===== src/dect_pkg.sv =====
// Package for the dual event counter and timer: offsets, codes and types.
package dect_pkg;

  // Register byte offsets on the bus.
  localparam logic [7:0] OFS_SELECT   = 8'h00;
  localparam logic [7:0] OFS_INC_CFG  = 8'h04;
  localparam logic [7:0] OFS_TRG_CFG  = 8'h08;
  localparam logic [7:0] OFS_RST_CFG  = 8'h0c;
  localparam logic [7:0] OFS_DELAY    = 8'h10;
  localparam logic [7:0] OFS_DURATION = 8'h14;
  localparam logic [7:0] OFS_LIVE     = 8'h18;
  localparam logic [7:0] OFS_CAPTURED = 8'h1c;
  localparam logic [7:0] OFS_STATE    = 8'h20;
  localparam logic [7:0] OFS_IRQ_STAT = 8'h24;
  localparam logic [7:0] OFS_IRQ_MASK = 8'h28;

  // Field positions inside the source configuration words.
  localparam int SRC_LSB  = 0;
  localparam int QUAL_LSB = 8;

  // Interrupt status bit positions.
  localparam int IRQ_U0_BEGIN  = 0;
  localparam int IRQ_U0_FINISH = 1;
  localparam int IRQ_U1_BEGIN  = 2;
  localparam int IRQ_U1_FINISH = 3;

  // Values after reset.
  localparam logic [31:0] RST_DELAY    = 32'h0000_0000;
  localparam logic [31:0] RST_DURATION = 32'h0000_0000;
  localparam logic [3:0]  RST_IRQ_MASK = 4'h0;

  localparam int NSIG = 19;

  typedef enum logic [4:0] {
    SRC_OFF = 5'h00, SRC_TICK = 5'h01,
    SRC_LINE0 = 5'h02, SRC_LINE1 = 5'h03, SRC_LINE2 = 5'h04,
    SRC_LINE3 = 5'h05, SRC_SWOUT0 = 5'h06, SRC_SWOUT1 = 5'h07,
    SRC_SWOUT2 = 5'h08, SRC_SWOUT3 = 5'h09, SRC_U0_BEGIN = 5'h0a,
    SRC_U1_BEGIN = 5'h0b, SRC_U0_FINISH = 5'h0c, SRC_U1_FINISH = 5'h0d,
    SRC_LUT0 = 5'h0e, SRC_LUT1 = 5'h0f, SRC_EXP_START = 5'h10,
    SRC_EXP_END = 5'h11, SRC_FRAME_PEND = 5'h12
  } dect_src_t;

  typedef enum logic [2:0] {
    Q_LEVEL_LOW = 3'h0, Q_LEVEL_HIGH = 3'h1, Q_FALL = 3'h2,
    Q_RISE = 3'h3, Q_ANY = 3'h4
  } dect_qual_t;

  typedef enum logic [4:0] {
    ST_IDLE = 5'h01, ST_TRIG_WAIT = 5'h02, ST_ACTIVE = 5'h04,
    ST_COMPLETED = 5'h08, ST_OVERFLOW = 5'h10
  } dect_state_t;

  typedef struct packed {
    logic        cyc;
    logic        stb;
    logic        we;
    logic [7:0]  adr;
    logic [3:0]  sel;
    logic [31:0] dat;
  } dect_wb_req_t;

  typedef struct packed {
    logic       microsecond_tick;
    logic [3:0] line;
    logic [3:0] software_output;
    logic [1:0] lut_cell_output;
    logic       exposure_start;
    logic       exposure_end;
    logic       frame_trigger_pending;
  } dect_sig_in_t;

  typedef struct packed {
    dect_src_t   inc_src;
    dect_qual_t  inc_q;
    dect_src_t   trg_src;
    dect_qual_t  trg_q;
    dect_src_t   rst_src;
    dect_qual_t  rst_q;
    logic [31:0] delay;
    logic [31:0] duration;
    logic [31:0] count;
    logic [31:0] captured;
    dect_state_t state;
    logic        begin_p;
    logic        finish_p;
  } dect_unit_t;

  typedef struct packed {
    logic                  sel;
    dect_unit_t [1:0]      u;
    logic [NSIG-1:0]       prev;
    logic [3:0]            irq_stat;
    logic [3:0]            irq_mask;
    logic                  ack;
    logic [31:0]           rdata;
  } dect_st_t;

endpackage


===== src/dect_top.sv =====
// Dual event counter and timer with a classic Wishbone register slave.
//
// Operation
// - Two counter units; unit_select picks unit 0 or 1 for access.
// - All settings, values and status are stored per unit, except the shared unit select, interrupt status and mask.
// - Count advances on the chosen increment source from the list.
// - Qualifier picks level low, level high, falling, rising or any edge.
// - Begin event fires when counted occurrences reach start_delay_count.
// - Finish event fires when counted occurrences reach end_duration_count.
// - Start trigger and reset source are exclusive; choosing one clears other.
// - Selected start trigger, qualified, starts the unit from zero.
// - Selected reset signal, qualified, resets the unit count.
// - Live count of selected unit is readable at any time.
// - On reset the prior count is captured into captured_count.
// - Operating state of selected unit is readable.
`timescale 1ns/1ps

module dect_top (
  // Clock and reset.
  input  wire logic                  clk_i,
  input  wire logic                  rst_i,
  // Wishbone slave.
  input  wire dect_pkg::dect_wb_req_t wb_req_i,
  output logic [31:0]                wb_dat_o,
  output logic                       wb_ack_o,
  // Camera signals.
  input  wire dect_pkg::dect_sig_in_t sig_i,
  // Events and interrupt.
  output logic [1:0]                 begin_event_o,
  output logic [1:0]                 finish_event_o,
  output logic                       irq_o
);

  dect_pkg::dect_st_t         r_reg;
  dect_pkg::dect_st_t         r_next;
  logic [dect_pkg::NSIG-1:0]  sig_now;
  logic [1:0]                 inc_hit;
  logic [1:0]                 trg_hit;
  logic [1:0]                 rst_hit;
  logic                       take;

  localparam int SRC_LSB_W  = dect_pkg::SRC_LSB;
  localparam int QUAL_LSB_W = dect_pkg::QUAL_LSB;

  // Unit events feed back from registered pulses, so a unit can count the
  // other's events without a combinational loop, one cycle late.
  assign sig_now = {sig_i.frame_trigger_pending, sig_i.exposure_end,
                    sig_i.exposure_start, sig_i.lut_cell_output,
                    r_reg.u[1].finish_p, r_reg.u[0].finish_p,
                    r_reg.u[1].begin_p, r_reg.u[0].begin_p,
                    sig_i.software_output, sig_i.line,
                    sig_i.microsecond_tick, 1'b0};

  function automatic logic qualify(
    input logic [dect_pkg::NSIG-1:0] now,
    input logic [dect_pkg::NSIG-1:0] prev,
    input dect_pkg::dect_src_t       s,
    input dect_pkg::dect_qual_t      q
  );
    logic c;
    logic p;
    logic hit;
    c = now[s];
    p = prev[s];
    case (q)
      dect_pkg::Q_LEVEL_LOW:  hit = !c;
      dect_pkg::Q_LEVEL_HIGH: hit = c;
      dect_pkg::Q_FALL:       hit = p && !c;
      dect_pkg::Q_RISE:       hit = !p && c;
      dect_pkg::Q_ANY:        hit = p ^ c;
      default:                hit = 1'b0;
    endcase
    return hit && (s != dect_pkg::SRC_OFF);
  endfunction

  // Codes beyond the list are stored as off.
  function automatic dect_pkg::dect_src_t src_fix(input logic [4:0] v);
    return (v > dect_pkg::SRC_FRAME_PEND) ? dect_pkg::SRC_OFF
                                          : dect_pkg::dect_src_t'(v);
  endfunction

  function automatic logic [31:0] merge(
    input logic [31:0] old,
    input logic [31:0] nw,
    input logic [3:0]  sel
  );
    logic [31:0] m;
    m = old;
    for (int b = 0; b < 4; b++) begin
      if (sel[b]) begin
        m[b*8 +: 8] = nw[b*8 +: 8];
      end
    end
    return m;
  endfunction

  genvar gu;
  generate
    for (gu = 0; gu < 2; gu++) begin : g_unit
      assign inc_hit[gu] = qualify(sig_now, r_reg.prev,
                                   r_reg.u[gu].inc_src,
                                   r_reg.u[gu].inc_q);
      assign trg_hit[gu] = qualify(sig_now, r_reg.prev,
                                   r_reg.u[gu].trg_src,
                                   r_reg.u[gu].trg_q);
      assign rst_hit[gu] = qualify(sig_now, r_reg.prev,
                                   r_reg.u[gu].rst_src,
                                   r_reg.u[gu].rst_q);
    end
  endgenerate

  assign take = wb_req_i.cyc && wb_req_i.stb && !r_reg.ack;

  always_comb begin
    dect_pkg::dect_unit_t cur;
    logic [31:0]          rd;
    logic [31:0]          wv;
    logic [31:0]          nxt;
    logic                 wr;
    logic [3:0]           ev;
    cur    = r_reg.u[r_reg.sel];
    rd     = 32'h0;
    nxt    = 32'h0;
    wv     = 32'h0;
    ev     = 4'h0;
    r_next = r_reg;
    wr     = take && wb_req_i.we;

    // Per-unit counting; reset wins over trigger and increment; trigger acts only outside active, increment only in it.
    for (int i = 0; i < 2; i++) begin
      r_next.u[i].begin_p  = 1'b0;
      r_next.u[i].finish_p = 1'b0;
      nxt = r_reg.u[i].count + 32'h1;
      case (r_reg.u[i].state)
        dect_pkg::ST_IDLE: begin
          if (r_reg.u[i].inc_src != dect_pkg::SRC_OFF) begin
            r_next.u[i].state =
              (r_reg.u[i].trg_src != dect_pkg::SRC_OFF) ?
              dect_pkg::ST_TRIG_WAIT : dect_pkg::ST_ACTIVE;
          end
        end
        dect_pkg::ST_TRIG_WAIT, dect_pkg::ST_COMPLETED,
        dect_pkg::ST_OVERFLOW: begin
          if (trg_hit[i]) begin
            r_next.u[i].count = 32'h0;
            r_next.u[i].state = dect_pkg::ST_ACTIVE;
          end
        end
        dect_pkg::ST_ACTIVE: begin
          if (inc_hit[i]) begin
            if (r_reg.u[i].count == 32'hffff_ffff) begin
              r_next.u[i].state = dect_pkg::ST_OVERFLOW;
            end else begin
              r_next.u[i].count = nxt;
              if (nxt == r_reg.u[i].delay) begin
                r_next.u[i].begin_p = 1'b1;
              end
              if (nxt == r_reg.u[i].duration) begin
                r_next.u[i].finish_p = 1'b1;
                r_next.u[i].state    = dect_pkg::ST_COMPLETED;
              end
            end
          end
        end
        default: r_next.u[i].state = dect_pkg::ST_IDLE;
      endcase
      if (rst_hit[i] && r_reg.u[i].state != dect_pkg::ST_IDLE) begin
        r_next.u[i].captured = r_reg.u[i].count;
        r_next.u[i].count    = 32'h0;
        r_next.u[i].state    = dect_pkg::ST_ACTIVE;
        r_next.u[i].begin_p  = 1'b0;
        r_next.u[i].finish_p = 1'b0;
      end
    end
    r_next.prev = sig_now;

    // Register read image of the selected unit.
    case (wb_req_i.adr)
      dect_pkg::OFS_SELECT:   rd = {31'h0, r_reg.sel};
      dect_pkg::OFS_INC_CFG:  rd = {21'h0, cur.inc_q, 3'h0, cur.inc_src};
      dect_pkg::OFS_TRG_CFG:  rd = {21'h0, cur.trg_q, 3'h0, cur.trg_src};
      dect_pkg::OFS_RST_CFG:  rd = {21'h0, cur.rst_q, 3'h0, cur.rst_src};
      dect_pkg::OFS_DELAY:    rd = cur.delay;
      dect_pkg::OFS_DURATION: rd = cur.duration;
      dect_pkg::OFS_LIVE:     rd = cur.count;
      dect_pkg::OFS_CAPTURED: rd = cur.captured;
      dect_pkg::OFS_STATE:    rd = {27'h0, cur.state};
      dect_pkg::OFS_IRQ_STAT: rd = {28'h0, r_reg.irq_stat};
      dect_pkg::OFS_IRQ_MASK: rd = {28'h0, r_reg.irq_mask};
      default:                rd = 32'h0;
    endcase
    wv = merge(rd, wb_req_i.dat, wb_req_i.sel);

    if (wr) begin
      case (wb_req_i.adr)
        dect_pkg::OFS_SELECT: r_next.sel = wv[0];
        dect_pkg::OFS_INC_CFG: begin
          r_next.u[r_reg.sel].inc_src = src_fix(wv[SRC_LSB_W +: 5]);
          r_next.u[r_reg.sel].inc_q   =
            dect_pkg::dect_qual_t'(wv[QUAL_LSB_W +: 3]);
        end
        dect_pkg::OFS_TRG_CFG: begin
          r_next.u[r_reg.sel].trg_src = src_fix(wv[SRC_LSB_W +: 5]);
          r_next.u[r_reg.sel].trg_q   =
            dect_pkg::dect_qual_t'(wv[QUAL_LSB_W +: 3]);
          if (src_fix(wv[SRC_LSB_W +: 5]) != dect_pkg::SRC_OFF) begin
            r_next.u[r_reg.sel].rst_src = dect_pkg::SRC_OFF;
          end
        end
        dect_pkg::OFS_RST_CFG: begin
          r_next.u[r_reg.sel].rst_src = src_fix(wv[SRC_LSB_W +: 5]);
          r_next.u[r_reg.sel].rst_q   =
            dect_pkg::dect_qual_t'(wv[QUAL_LSB_W +: 3]);
          if (src_fix(wv[SRC_LSB_W +: 5]) != dect_pkg::SRC_OFF) begin
            r_next.u[r_reg.sel].trg_src = dect_pkg::SRC_OFF;
          end
        end
        dect_pkg::OFS_DELAY:    r_next.u[r_reg.sel].delay    = wv;
        dect_pkg::OFS_DURATION: r_next.u[r_reg.sel].duration = wv;
        dect_pkg::OFS_CAPTURED: r_next.u[r_reg.sel].captured = wv;
        dect_pkg::OFS_IRQ_MASK: r_next.irq_mask = wv[3:0];
        default: ;
      endcase
    end

    // A write of one clears a status bit, but a new event in the same
    // cycle wins so no event is lost.
    ev[dect_pkg::IRQ_U0_BEGIN]  = r_next.u[0].begin_p;
    ev[dect_pkg::IRQ_U0_FINISH] = r_next.u[0].finish_p;
    ev[dect_pkg::IRQ_U1_BEGIN]  = r_next.u[1].begin_p;
    ev[dect_pkg::IRQ_U1_FINISH] = r_next.u[1].finish_p;
    if (wr && wb_req_i.adr == dect_pkg::OFS_IRQ_STAT) begin
      r_next.irq_stat = r_reg.irq_stat & ~wv[3:0];
    end
    r_next.irq_stat = r_next.irq_stat | ev;

    r_next.ack   = take;
    r_next.rdata = (take && !wb_req_i.we) ? rd : 32'h0;
  end

  always_ff @(posedge clk_i) begin
    if (rst_i) begin
      r_reg          <= '0;
      r_reg.irq_mask <= dect_pkg::RST_IRQ_MASK;
      for (int i = 0; i < 2; i++) begin
        r_reg.u[i].state    <= dect_pkg::ST_IDLE;
        r_reg.u[i].delay    <= dect_pkg::RST_DELAY;
        r_reg.u[i].duration <= dect_pkg::RST_DURATION;
      end
    end else begin
      r_reg <= r_next;
    end
  end

  assign wb_dat_o       = r_reg.rdata;
  assign wb_ack_o       = r_reg.ack;
  assign begin_event_o  = {r_reg.u[1].begin_p, r_reg.u[0].begin_p};
  assign finish_event_o = {r_reg.u[1].finish_p, r_reg.u[0].finish_p};
  assign irq_o          = |(r_reg.irq_stat & r_reg.irq_mask);
endmodule // dect_top


===== config.mk =====
export PLATFORM = sky130hd
export DESIGN_NAME = dect_top
export DESIGN_NICKNAME = d
export VERILOG_FILES = /design/src/dect_pkg.sv /design/src/dect_top.sv
export SDC_FILE = /design/constraint.sdc
export NUM_CORES = 1
export LEC_CHECK = 0
export ABC_AREA = 1
export BUFFER_PORTS_ARGS = -buffer_cell sky130_fd_sc_hd__buf_2
export CORE_ASPECT_RATIO = 1.25
export CORE_MARGIN = 2
export CORE_UTILIZATION = 41
export DETAILED_ROUTE_END_ITERATION = 6
export RECOVER_POWER = 100
export SLEW_MARGIN = 20
export SYNTH_ARGS = -nofsm -noshare
export SYNTH_HDL_FRONTEND = slang
export SYNTH_SLANG_ARGS = --single-unit

===== constraint.sdc =====
create_clock -name clk_i -period 2.5 [get_ports clk_i]
set_input_delay 0.625 -clock clk_i [delete_from_list [all_inputs] [get_ports clk_i]]
set_output_delay 0.625 -clock clk_i [all_outputs]
set_load 0.1 [all_outputs]

After elaboration in Yosys (flattened, before gate mapping)
Cells that the tools add are included.

Flip-flop bits (word level): 379. Bits in latches: 0. Memory bits (writable): 0. ROM bits: 0. Bits of input ports: 63. Output and inout bits: 38. Logic and storage cells: 273. Memories: 0.

Add/subtract/negate cells: 2. $mul: 0. Divide/modulo/power cells: 0. $lt $le $gt $ge: 9. Eq/ne operators: 52. Shift-type cells: 0. Multiplexer cells: 104. Bitwise operators: 11. Reduce and logical (&&, ||, !) cells: 62.

Operator list (number): bitwise mux 318 bit (11); one-hot mux 318 bit (6 select lines) (1); demux 159 bit (select 1 bit) (9); two-way mux 318 bit (2); two-way mux 159 bit (3); one-hot mux 32 bit (11 select lines) (1); two-way mux 230 bit (1); two-way mux 32 bit (6); two-way mux 154 bit (1); two-way mux 151 bit (1); two-way mux 146 bit (1); two-way mux 143 bit (1); two-way mux 71 bit (2); two-way mux 138 bit (1); two-way mux 135 bit (1); equality test 32 bit (4); one-hot mux 32 bit (2 select lines) (2); two-way mux 103 bit (1); adder 32 x 1 -> 32 bit, second input constant (2); equality test 32 bit, second input constant (2); binary-select mux 1 bit (select 5 bit) (12); two-way mux 5 bit (9); two-way mux 39 bit (1); equality test 3 x 2 -> 1 bit, second input constant (12); other kinds (39) (153).

Longest topological paths before layout
Gate-level depths: netlist of run 1.

Depth in word-level cells: 16. Depth in mapped cells: 26. Depth with buffers taken out: 24.

Worst setup path before layout of run 1
Ideal clock, no wire load.

Kind: register to register. From: register r_reg[198] (netlist name). To: register r_reg[67] (netlist name). Library setup time: 0.109 ns. Data arrival time: 2.569 ns. Required time: 2.391 ns. Slack: -0.178 ns. Stages on the path, launching flop included: 22. Buffers on the path: 5. Clock period less this slack: 2.678 ns. Path through: dfxtp_1 > buf_4 > buf_6 > clkbuf_1 > a21oi_1 > o21ai_0 > o21ai_0 > nand2_1 > nand3_1 > a22oi_1 > inv_1 > ha_1 > nor2_1 > nand2_1 > nand4_1 > nand2_1 > buf_4 > buf_4 > nand2_1 > o211ai_1 > nand2_1 > inv_1.

Word-level cells in the longest chain between the ends: 14. Elaborated cells between the ends (all ways): 36. Those cells by class: order compare (1); mux (26); bitwise (1); reduce/logical (8).

RTL lines: from (decl) (line dect_top.sv:34) `dect_pkg::dect_st_t r_reg;`; from (signal assigned) (line dect_top.sv:251) `r_reg <= r_next;`; binary-select mux 1 bit (select 5 bit) (on tied branches) (line dect_top.sv:64, dect_top.sv:63); two-way mux 1 bit (on tied branches) (line dect_top.sv:64, dect_top.sv:63); zero test 1 bit (on tied branches) (line dect_top.sv:69, dect_top.sv:66, dect_top.sv:68); logical AND 1 bit (on tied branches) (line dect_top.sv:69, dect_top.sv:68); one-hot mux 1 bit (5 select lines) (line dect_top.sv:65) `case (q)`; logical AND 1 bit (line dect_top.sv:73) `return hit && (s != dect_pkg::SRC_OFF);`; logical AND 1 bit (line dect_top.sv:167) `if (rst_hit[i] && r_reg.u[i].state != dect_pkg::ST_IDLE) begin`; two-way mux 71 bit (line dect_top.sv:167); bitwise mux 318 bit (on tied branches) (line dect_top.sv:211, dect_top.sv:203); bitwise mux 318 bit (on tied branches) (line dect_top.sv:212, dect_top.sv:204); bitwise mux 318 bit (on tied branches) (line dect_top.sv:215, dect_top.sv:207); two-way mux 318 bit (on tied branches) (line dect_top.sv:214, dect_top.sv:206); one-hot mux 318 bit (6 select lines) (line dect_top.sv:195) `case (wb_req_i.adr)`; two-way mux 230 bit * (line dect_top.sv:194) `if (wr) begin`.

Every way passes the cells marked *; elsewhere a longest branch is shown, timed or not. The select of a mux whose other input is x is not followed. A chain may end at the register's enable or synchronous reset.

Worst setup path after layout of run 1
From: register r_reg[378] (netlist name). To: register r_reg[359] (netlist name).

Word-level cells in the longest chain between the ends: 11. Elaborated cells between the ends (all ways): 34. Those cells by class: order compare (3); mux (29); reduce/logical (2).

RTL lines: two-way mux 159 bit (implied by the code) (2 in series) (line dect_top.sv:121) `cur = r_reg.u[r_reg.sel];`; one-hot mux 32 bit (11 select lines) (line dect_top.sv:178) `case (wb_req_i.adr)`; two-way mux 8 bit (line dect_top.sv:90) `if (sel[b]) begin`; greater-than comparator 5 bit (line dect_top.sv:78) `return (v > dect_pkg::SRC_FRAME_PEND) ? dect_pkg::SRC_OFF`; two-way mux 5 bit (line dect_top.sv:78); bitwise mux 318 bit (line dect_top.sv:211) `r_next.u[r_reg.sel].rst_src = src_fix(wv[SRC_LSB_W +: 5]);`; bitwise mux 318 bit (line dect_top.sv:212) `r_next.u[r_reg.sel].rst_q =`; bitwise mux 318 bit (line dect_top.sv:215) `r_next.u[r_reg.sel].trg_src = dect_pkg::SRC_OFF;`; two-way mux 318 bit (line dect_top.sv:214) `if (src_fix(wv[SRC_LSB_W +: 5]) != dect_pkg::SRC_OFF) begin`; one-hot mux 318 bit (6 select lines) * (line dect_top.sv:195).

Marked as above.

==> results of run 1 <==
## cells by family (layout without fill, tap and decap cells)
logic type                 Yosys count  count (layout)  share of synthesized area
AOI/OAI and AO/OA                 1057            1057                      0.223
and+or+nand+nor                   2346            2346                      0.352
other                                0               2                          0
xor gates and xnor gates            53              53                     0.0172
buffers and inverters              882            1724                      0.134
DFF                                378             378                      0.268
adders and majority gates           14              14                    0.00619
## power by group through the flow
| stage | registers [W] | logic, W | clock network [W] |
|---|---|---|---|
| 6_report | 0.00604 | 0.000938 | 0.00696 |
| 5_1_grt | 0.00604 | 0.000971 | 0.00716 |
| 4_1_cts | 0.00604 | 0.000805 | 0.00695 |
| 3_5_place_dp | 0.00618 | 0.000743 | 0 |
| 3_3_place_gp | 0.00618 | 0.000745 | 0 |
| 2_1_floorplan | 0.00618 | 0.000319 | 0 |
## critical path, delay by kind of cell (launching register included)
family                 cells  cell delay, ns
flip-flops                 1            0.53
AND/OR/NAND/NOR           10            0.93
buffers and inverters      8            1.12
AO/OA/AOI/OAI              3            0.32
## repair_timing
item                       CTS  global route
buffers inserted            65            50
hold buffers                 0             0
gates cloned                30            16
setup endpoints to repair  234           297
resized for setup          475           566
pin swaps                   67           179
## through the flow
step,hold slack [ns],utilization,total power (W),cells,setup TNS [ns]
floorplan,0.445,-,0.00650,4730,-1.71
global placement,0.452,0.517,0.00693,6218,-169.22
detailed placement,0.461,0.517,0.00692,6218,-172.72
CTS,0.303,0.579,0.0138,6388,-27.38
global route,0.359,0.617,0.0142,6444,-132.19
finish,0.336,0.617,0.0139,6446,-90.13
## worst min path at each step
stage / from / endpoint / cells after the start
after floorplan: r_reg[166] / r_reg[166] / 2
after global routing: rst_i / wb_ack_o / 2
after detailed placement: r_reg[377] / r_reg[377] / 2
final: rst_i / wb_ack_o / 2
after global placement: r_reg[331] / r_reg[331] / 2
after CTS: rst_i / wb_ack_o / 2
## cells in the mapped netlist (42+ instances only)
cell type	n
a21oi_1	372
o22ai_1	42
inv_1	533
buf_2	92
nand4_1	44
o21ai_1	71
nor2_1	295
nor3_1	60
o21ai_0	284
buf_4	72
o2111ai_1	130
nand2_2	44
dfxtp_1	378
xor2_1	47
nand2_1	1449
o211ai_1	112
clkbuf_1	117
nand3_1	372
## metal layers
layer / up-vias / part of all wire / routed length [µm]
li1: 17253 / - / -
met1: 17500 / 0.34 / 52400
met2: 2170 / 0.45 / 70400
met3: 821 / 0.087 / 13600
met4: 12 / 0.12 / 19200
met5: - / 0.00058 / 90
## area by class of cell
cell class	instances	area, µm²
diodes	2	5.00
clock buffers	66	1350
clock inverters	14	129
fillers	6516	26100
inverters	569	2240
multi-input cells	3470	19800
flip-flops and latches	378	7630
well taps	872	1090
repair buffers	1074	9910
repair inverters	1	6.26
==> run metrics, run 1 <==
share of power burned in registers 0.433; CP startpoint r_reg[378]; CTS Sinks 378; first-pass GRT wire length 223000 µm; max reg flops 341; crit path max fanout 6; WS Path Type flip-flop to flip-flop; Final Hold Fails 0; Critical Path AT 3.53 ns; DP Area 35300 µm²; Layout area overhead 49.0%; met2 Resource Use GR 0.679; Nets 5618; switching pwr 0.00366 W; M3 GR Usage 0.0995; die area 71100 µm²; commonest non-fill, non-tap cell in the layout nand2_1; most frequent cell on the critical path nand2_1; flop2flop setup slack -0.49 ns; run status finished with violations; port bufs 100; Worst Setup EP r_reg[359]; PwrDens 331 nW/µm²; Routed WL per cell 24.2 µm; synth top area cells dfxtp_1 27%, nand2_1 19%, inv_1 7.1%, a21oi_1 6.6%, nand3_1 6.6%; 1st-pass router iterations 6; grt total ovfl 0; CTS buffer count 47; Final GP Congestion 1.03; Die Y 298 µm; initial antenna violation count 7; slowest stage delay, CP 0.53 ns; Syn Std Cell Area 28300 µm²; WP data required 3.04 ns; root buf cell clkbuf_16; Max clock buf depth 3; maximum VDD drop 0.495 mV; most frequent cells in the layout 1248 x nand2_1, 755 x buf_4, 498 x inv_1, 348 x dfxtp_1, 308 x a21oi_1; # DRC 0; yosys warns 0; logic gate share of total power 0.067; post-synthesis cell count 4730; Setup Skew 0.0261 ns; Slew headroom 0.416; Core Area 68300 µm²; clk_lat worst skew 0.63 ns; max-cap violations 0; clock period minus worst slack 2.99 ns; Synth Register Bits 378; DRT antenna net count 0; htree depth 2; Final HPWL DP 111000 µm; Internal Power 0.0103 W; unrepaired setup endpoints after global routing true; initial core utilization 0.414; vias per cell 5.86; # setup viols final 323; R2R depth 21; cell row count 107; Startpoint Class flip-flop; leakage power 18.4 nW; via count 37756; global-route met1 utilization 0.441; CTS tree yes; worst slew pin tran 0.875 ns; Critical Path Sink Type flip-flop; DR iter-0 viols 3821; Final Cycle Share 1.20; final wirelength 156000 µm; vias in the first global route 35699; failing checks negative setup slack; RR Startpoint r_reg[378]; Synth Flop Type dfxtp_1; largest net degree at the start of global routing 140; Synth cell types 58; Max Slew Vio Count 0; sw frac 0.262; R2R Path End r_reg[359]; Syn Area/Cell 5.98 µm²; cell taking the most area after synthesis dfxtp_1; CP Cell Sequence clkbuf_1 > buf_12 > clkbuf_16 > buf_4 > nand2_2 > o21ai_1 > nand2_1 > nand2_1 > inv_2 > nand3_4 > nand2_4 > nand2_8 > buf_12 > inv_8 > nand2_1 > nand2_4 > inv_2 > nand2_2 > o21ai_2 > nand3_2 > a21oi_2; synthesized net count 4807; ys async rst share 0; top-area cell type share of the netlist area 0.268; Die X 239 µm; worst setup margin -0.492 ns; I/O pins 101; register area share after synthesis 0.268; Final Instance Area 42100 µm²; total track usage 0.418; Hold Crit Class input pin to flip-flop; number of synthesized flops with an enable pin 0; Reg clk slew, reported paths 0.06 ns; fmax 0.334 GHz; clock power share 0.499; pre-CTS setup slack -0.742 ns; grt peak-use layer met2; Slowest-stage cell, CP dfxtp_1; layout cells sized above 1 0.337
(Power assumes the default switching activity.)
==> inputs of run 2 (changes only) <==
CORE_UTILIZATION = 58   (was 41)
PLACE_DENSITY = 0.78   (was default)
==> run 2 against run 1 <==
Compared with the run above: synthesized cell count did not move; area after synthesis stayed put; the run now fails in 5_1_grt.
==> run metrics, run 2 <==
run status aborted with a tool error; Fail Step 5_1_grt; run-stopping error [ERROR GRT-0116] Global routing finished with congestion. Check the congestion regions in the DRC Viewer.; largest net degree at the start of global routing 124; root buf cell clkbuf_16; synth top area cells dfxtp_1 27%, nand2_1 19%, inv_1 7.1%, a21oi_1 6.6%, nand3_1 6.6%; Synth top cells by count 1449 x nand2_1, 533 x inv_1, 378 x dfxtp_1; initial core utilization 0.587; CTS buffer count 42; number of synthesized flops with an enable pin 0; post-synthesis cell count 4730; Synth cell types 58; cell row count 90; Final GP Congestion 1.11; first-pass GRT wire length 260000 µm; htree depth 2; vias in the first global route 40850; I/O pins 101; ys async rst share 0; Synth Register Bits 378; yosys warns 0; synthesized net count 4807; top-count cell post-synth nand2_1; total track usage 0.684; grt total ovfl 4; Max clock buf depth 3; Syn Std Cell Area 28300 µm²; register area share after synthesis 0.268; CTS Sinks 378; Die Y 251 µm; port bufs 100; Final HPWL DP 107000 µm; cell taking the most area after synthesis dfxtp_1; Syn Area/Cell 5.98 µm²; top-area cell type share of the netlist area 0.268; Synth Flop Type dfxtp_1; DP Area 34600 µm²; Die X 202 µm; Post-CTS Hold Buffers 0
run 2: layer usage:
metal	overflow	track usage
met5	0	0.150
met4	4	0.722
met3	0	0.444
met2	0	0.919
met1	0	0.672
run 2: cells by family after synthesis:
family / share of synthesized area
simple gates: 0.352
compound gates: 0.223
buf+inv: 0.134
flops: 0.268
xor+xnor: 0.0172
fa+ha+maj: 0.00619
run 2: metrics by stage:
| stage | std cells | util | hold WS [ns] | setup slack (ns) |
|---|---|---|---|---|
| after floorplan | 4730 | - | 0.445 | -0.0421 |
| after global placement | 5928 | 0.718 | 0.452 | -0.776 |
| after detailed placement | 5928 | 0.718 | 0.456 | -0.832 |
| after CTS | 6077 | 0.800 | 0.333 | -0.479 |
run 2: repair_timing:
item,4_1_cts
pin swaps,160
buffers inserted,59
resized for setup,479
endpoints found under the setup margin,177
cloned,24
==> inputs of run 3 (changes only) <==
CORE_ASPECT_RATIO = default   (was 1.25)
CORE_UTILIZATION = 40   (was 58)
PLACE_DENSITY = default   (was 0.78)
PLACE_DENSITY_LB_ADDON = 0.15   (was default)
clock period = 3.2 ns   (was 2.5 ns; I/O delays follow)
==> run 3 against run 2 <==
Compared with the run above: the flow now finishes without violations.
==> run metrics, run 3 (same netlist as run 1, synthesis figures left out) <==
slowest stage delay, CP 0.32 ns; CTS Sinks 378; # setup viols final 0; Hold Crit Class flip-flop to flip-flop; largest net degree at the start of global routing 109; most frequent cell on the critical path nor2_1; Die X 270 µm; logic gate share of total power 0.050; Max Slew Vio Count 0; Pwr Total 0.0110 W; CP Cell Sequence ha_1 > buf_4 > inv_1 > nand2_1 > nand3b_1 > nand4_1 > buf_4 > nor2_1 > nand3_1 > nor2_1 > nand3_1 > nor2_1 > nand3_1 > nor2_1 > nand3_2 > inv_2 > buf_4 > nor2_1 > nor2_1; I/O pins 101; vias per cell 5.76; setup TNS 0 ns; 1st-pass router iterations 6; Hold Path Depth 2; Crit path max-delay family simple AND/OR/NAND/NOR gates; CTS buffer count 49; clock power share 0.519; Final GP Congestion 1.03; Startpoint Class flip-flop; DRT antenna net count 0; DP Area 31900 µm²; Max clock buf depth 3; WP data required 3.75 ns; Routed WL per cell 22.9 µm; cell row count 97; die area 72800 µm²; fillers 7507; most frequent cells in the layout 1437 x nand2_1, 527 x inv_1, 371 x a21oi_1, 368 x nand3_1, 365 x dfxtp_1; Critical Path Sink Type flip-flop; Critical Path AT 3.65 ns; grt total ovfl 0; first-pass GRT wire length 199000 µm; Layout area overhead 18.7%; Final Instance Area 33600 µm²; stages on the worst setup path 19; final wirelength 136000 µm; clock period minus worst slack 3.10 ns; port bufs 100; crit path max fanout 4; Reg clk slew, reported paths 0.06 ns; htree depth 2; Slowest-stage cell, CP dfxtp_1; initial core utilization 0.404; Final Non-Filler Cells 5932; Final Cycle Share 0.968; sequential cell area 7590 µm²; Die Y 270 µm; PwrDens 326 nW/µm²; post-placement cell count 5835; Slew headroom 0.101; initial antenna violation count 4; Final Hold Fails 0; final core utilization 0.479; DR iter-0 viols 4684; share of power burned in registers 0.431; clk_lat worst skew 0.63 ns; fmax 0.323 GHz; Multi-input gate area 17100 µm²; via count 34168; switching pwr 0.00282 W; run status finished clean; sw frac 0.257; # DRC 0; CTS tree yes; max-cap violations 0; Nets 5035; worst slew pin tran 1.35 ns; commonest non-fill, non-tap cell in the layout nand2_1; Core Area 70000 µm²; total track usage 0.357; layout cells sized above 1 0.142; Final HPWL DP 103000 µm; maximum VDD drop 0.368 mV; WS Path Type flip-flop to flip-flop; Setup Skew 0.0381 ns; leakage power 13.9 nW; max reg flops 341; Buf/Inv on CP 5; vias in the first global route 30395; R2R depth 19; antenna diode instance count 0; Internal Power 0.00814 W; root buf cell clkbuf_16
## run 3: layout make-up
class / count / share of cell area
tap: 940 / 0.0350
sequential: 378 / 0.226
inverter: 569 / 0.0644
clock inverter: 20 / 0.00585
multi-input combinational: 3470 / 0.508
clock buffer: 65 / 0.0413
timing repair buffer: 490 / 0.120
## run 3: repair_timing
action | in CTS | in global routing
resized for setup | 0 | 72
hold buffers | 0 | 0
buffers inserted | 0 | 6
endpoints found under the setup margin | 0 | 131
## run 3: path summary, 6_finish.rpt
kind,end,from,slack [ns]
hold reg to reg,r_reg[329],r_reg[329],0.46
hold / removal,r_reg[329],r_reg[329],0.46
setup / recovery,r_reg[65],r_reg[99],0.10
setup reg to reg,r_reg[65],r_reg[99],0.10
## run 3: tightest hold or removal path, stage by stage (launching register included)
cell	delay, ns
dfxtp_1	0.31
nand2_1	0.06
a21oi_1	0.05
## run 3: power groups by stage
stage,sequential [W],combinational (W),clock [W]
3_3_place_gp,0.00483,0.000540,0
4_1_cts,0.00473,0.000540,0.00574
6_report,0.00473,0.000545,0.00569
5_1_grt,0.00473,0.000576,0.00588
3_5_place_dp,0.00483,0.000537,0
2_1_floorplan,0.00483,0.000248,0
## run 3: metal layers
layer / global-route usage / up-vias / wire (µm)
li1: - / 16032 / -
met1: 0.518 / 16000 / 60200
met2: 0.519 / 1861 / 56200
met3: 0.0742 / 273 / 14800
met4: 0.119 / 2 / 4800
met5: 0 / - / 14
## run 3: through the flow
stage / setup WS [ns] / hold WS [ns]
floorplan: 0.425 / 0.445
global placement: -0.363 / 0.452
detailed placement: -0.381 / 0.455
CTS: 0.0178 / 0.371
global route: -0.0451 / 0.485
finish: 0.104 / 0.464
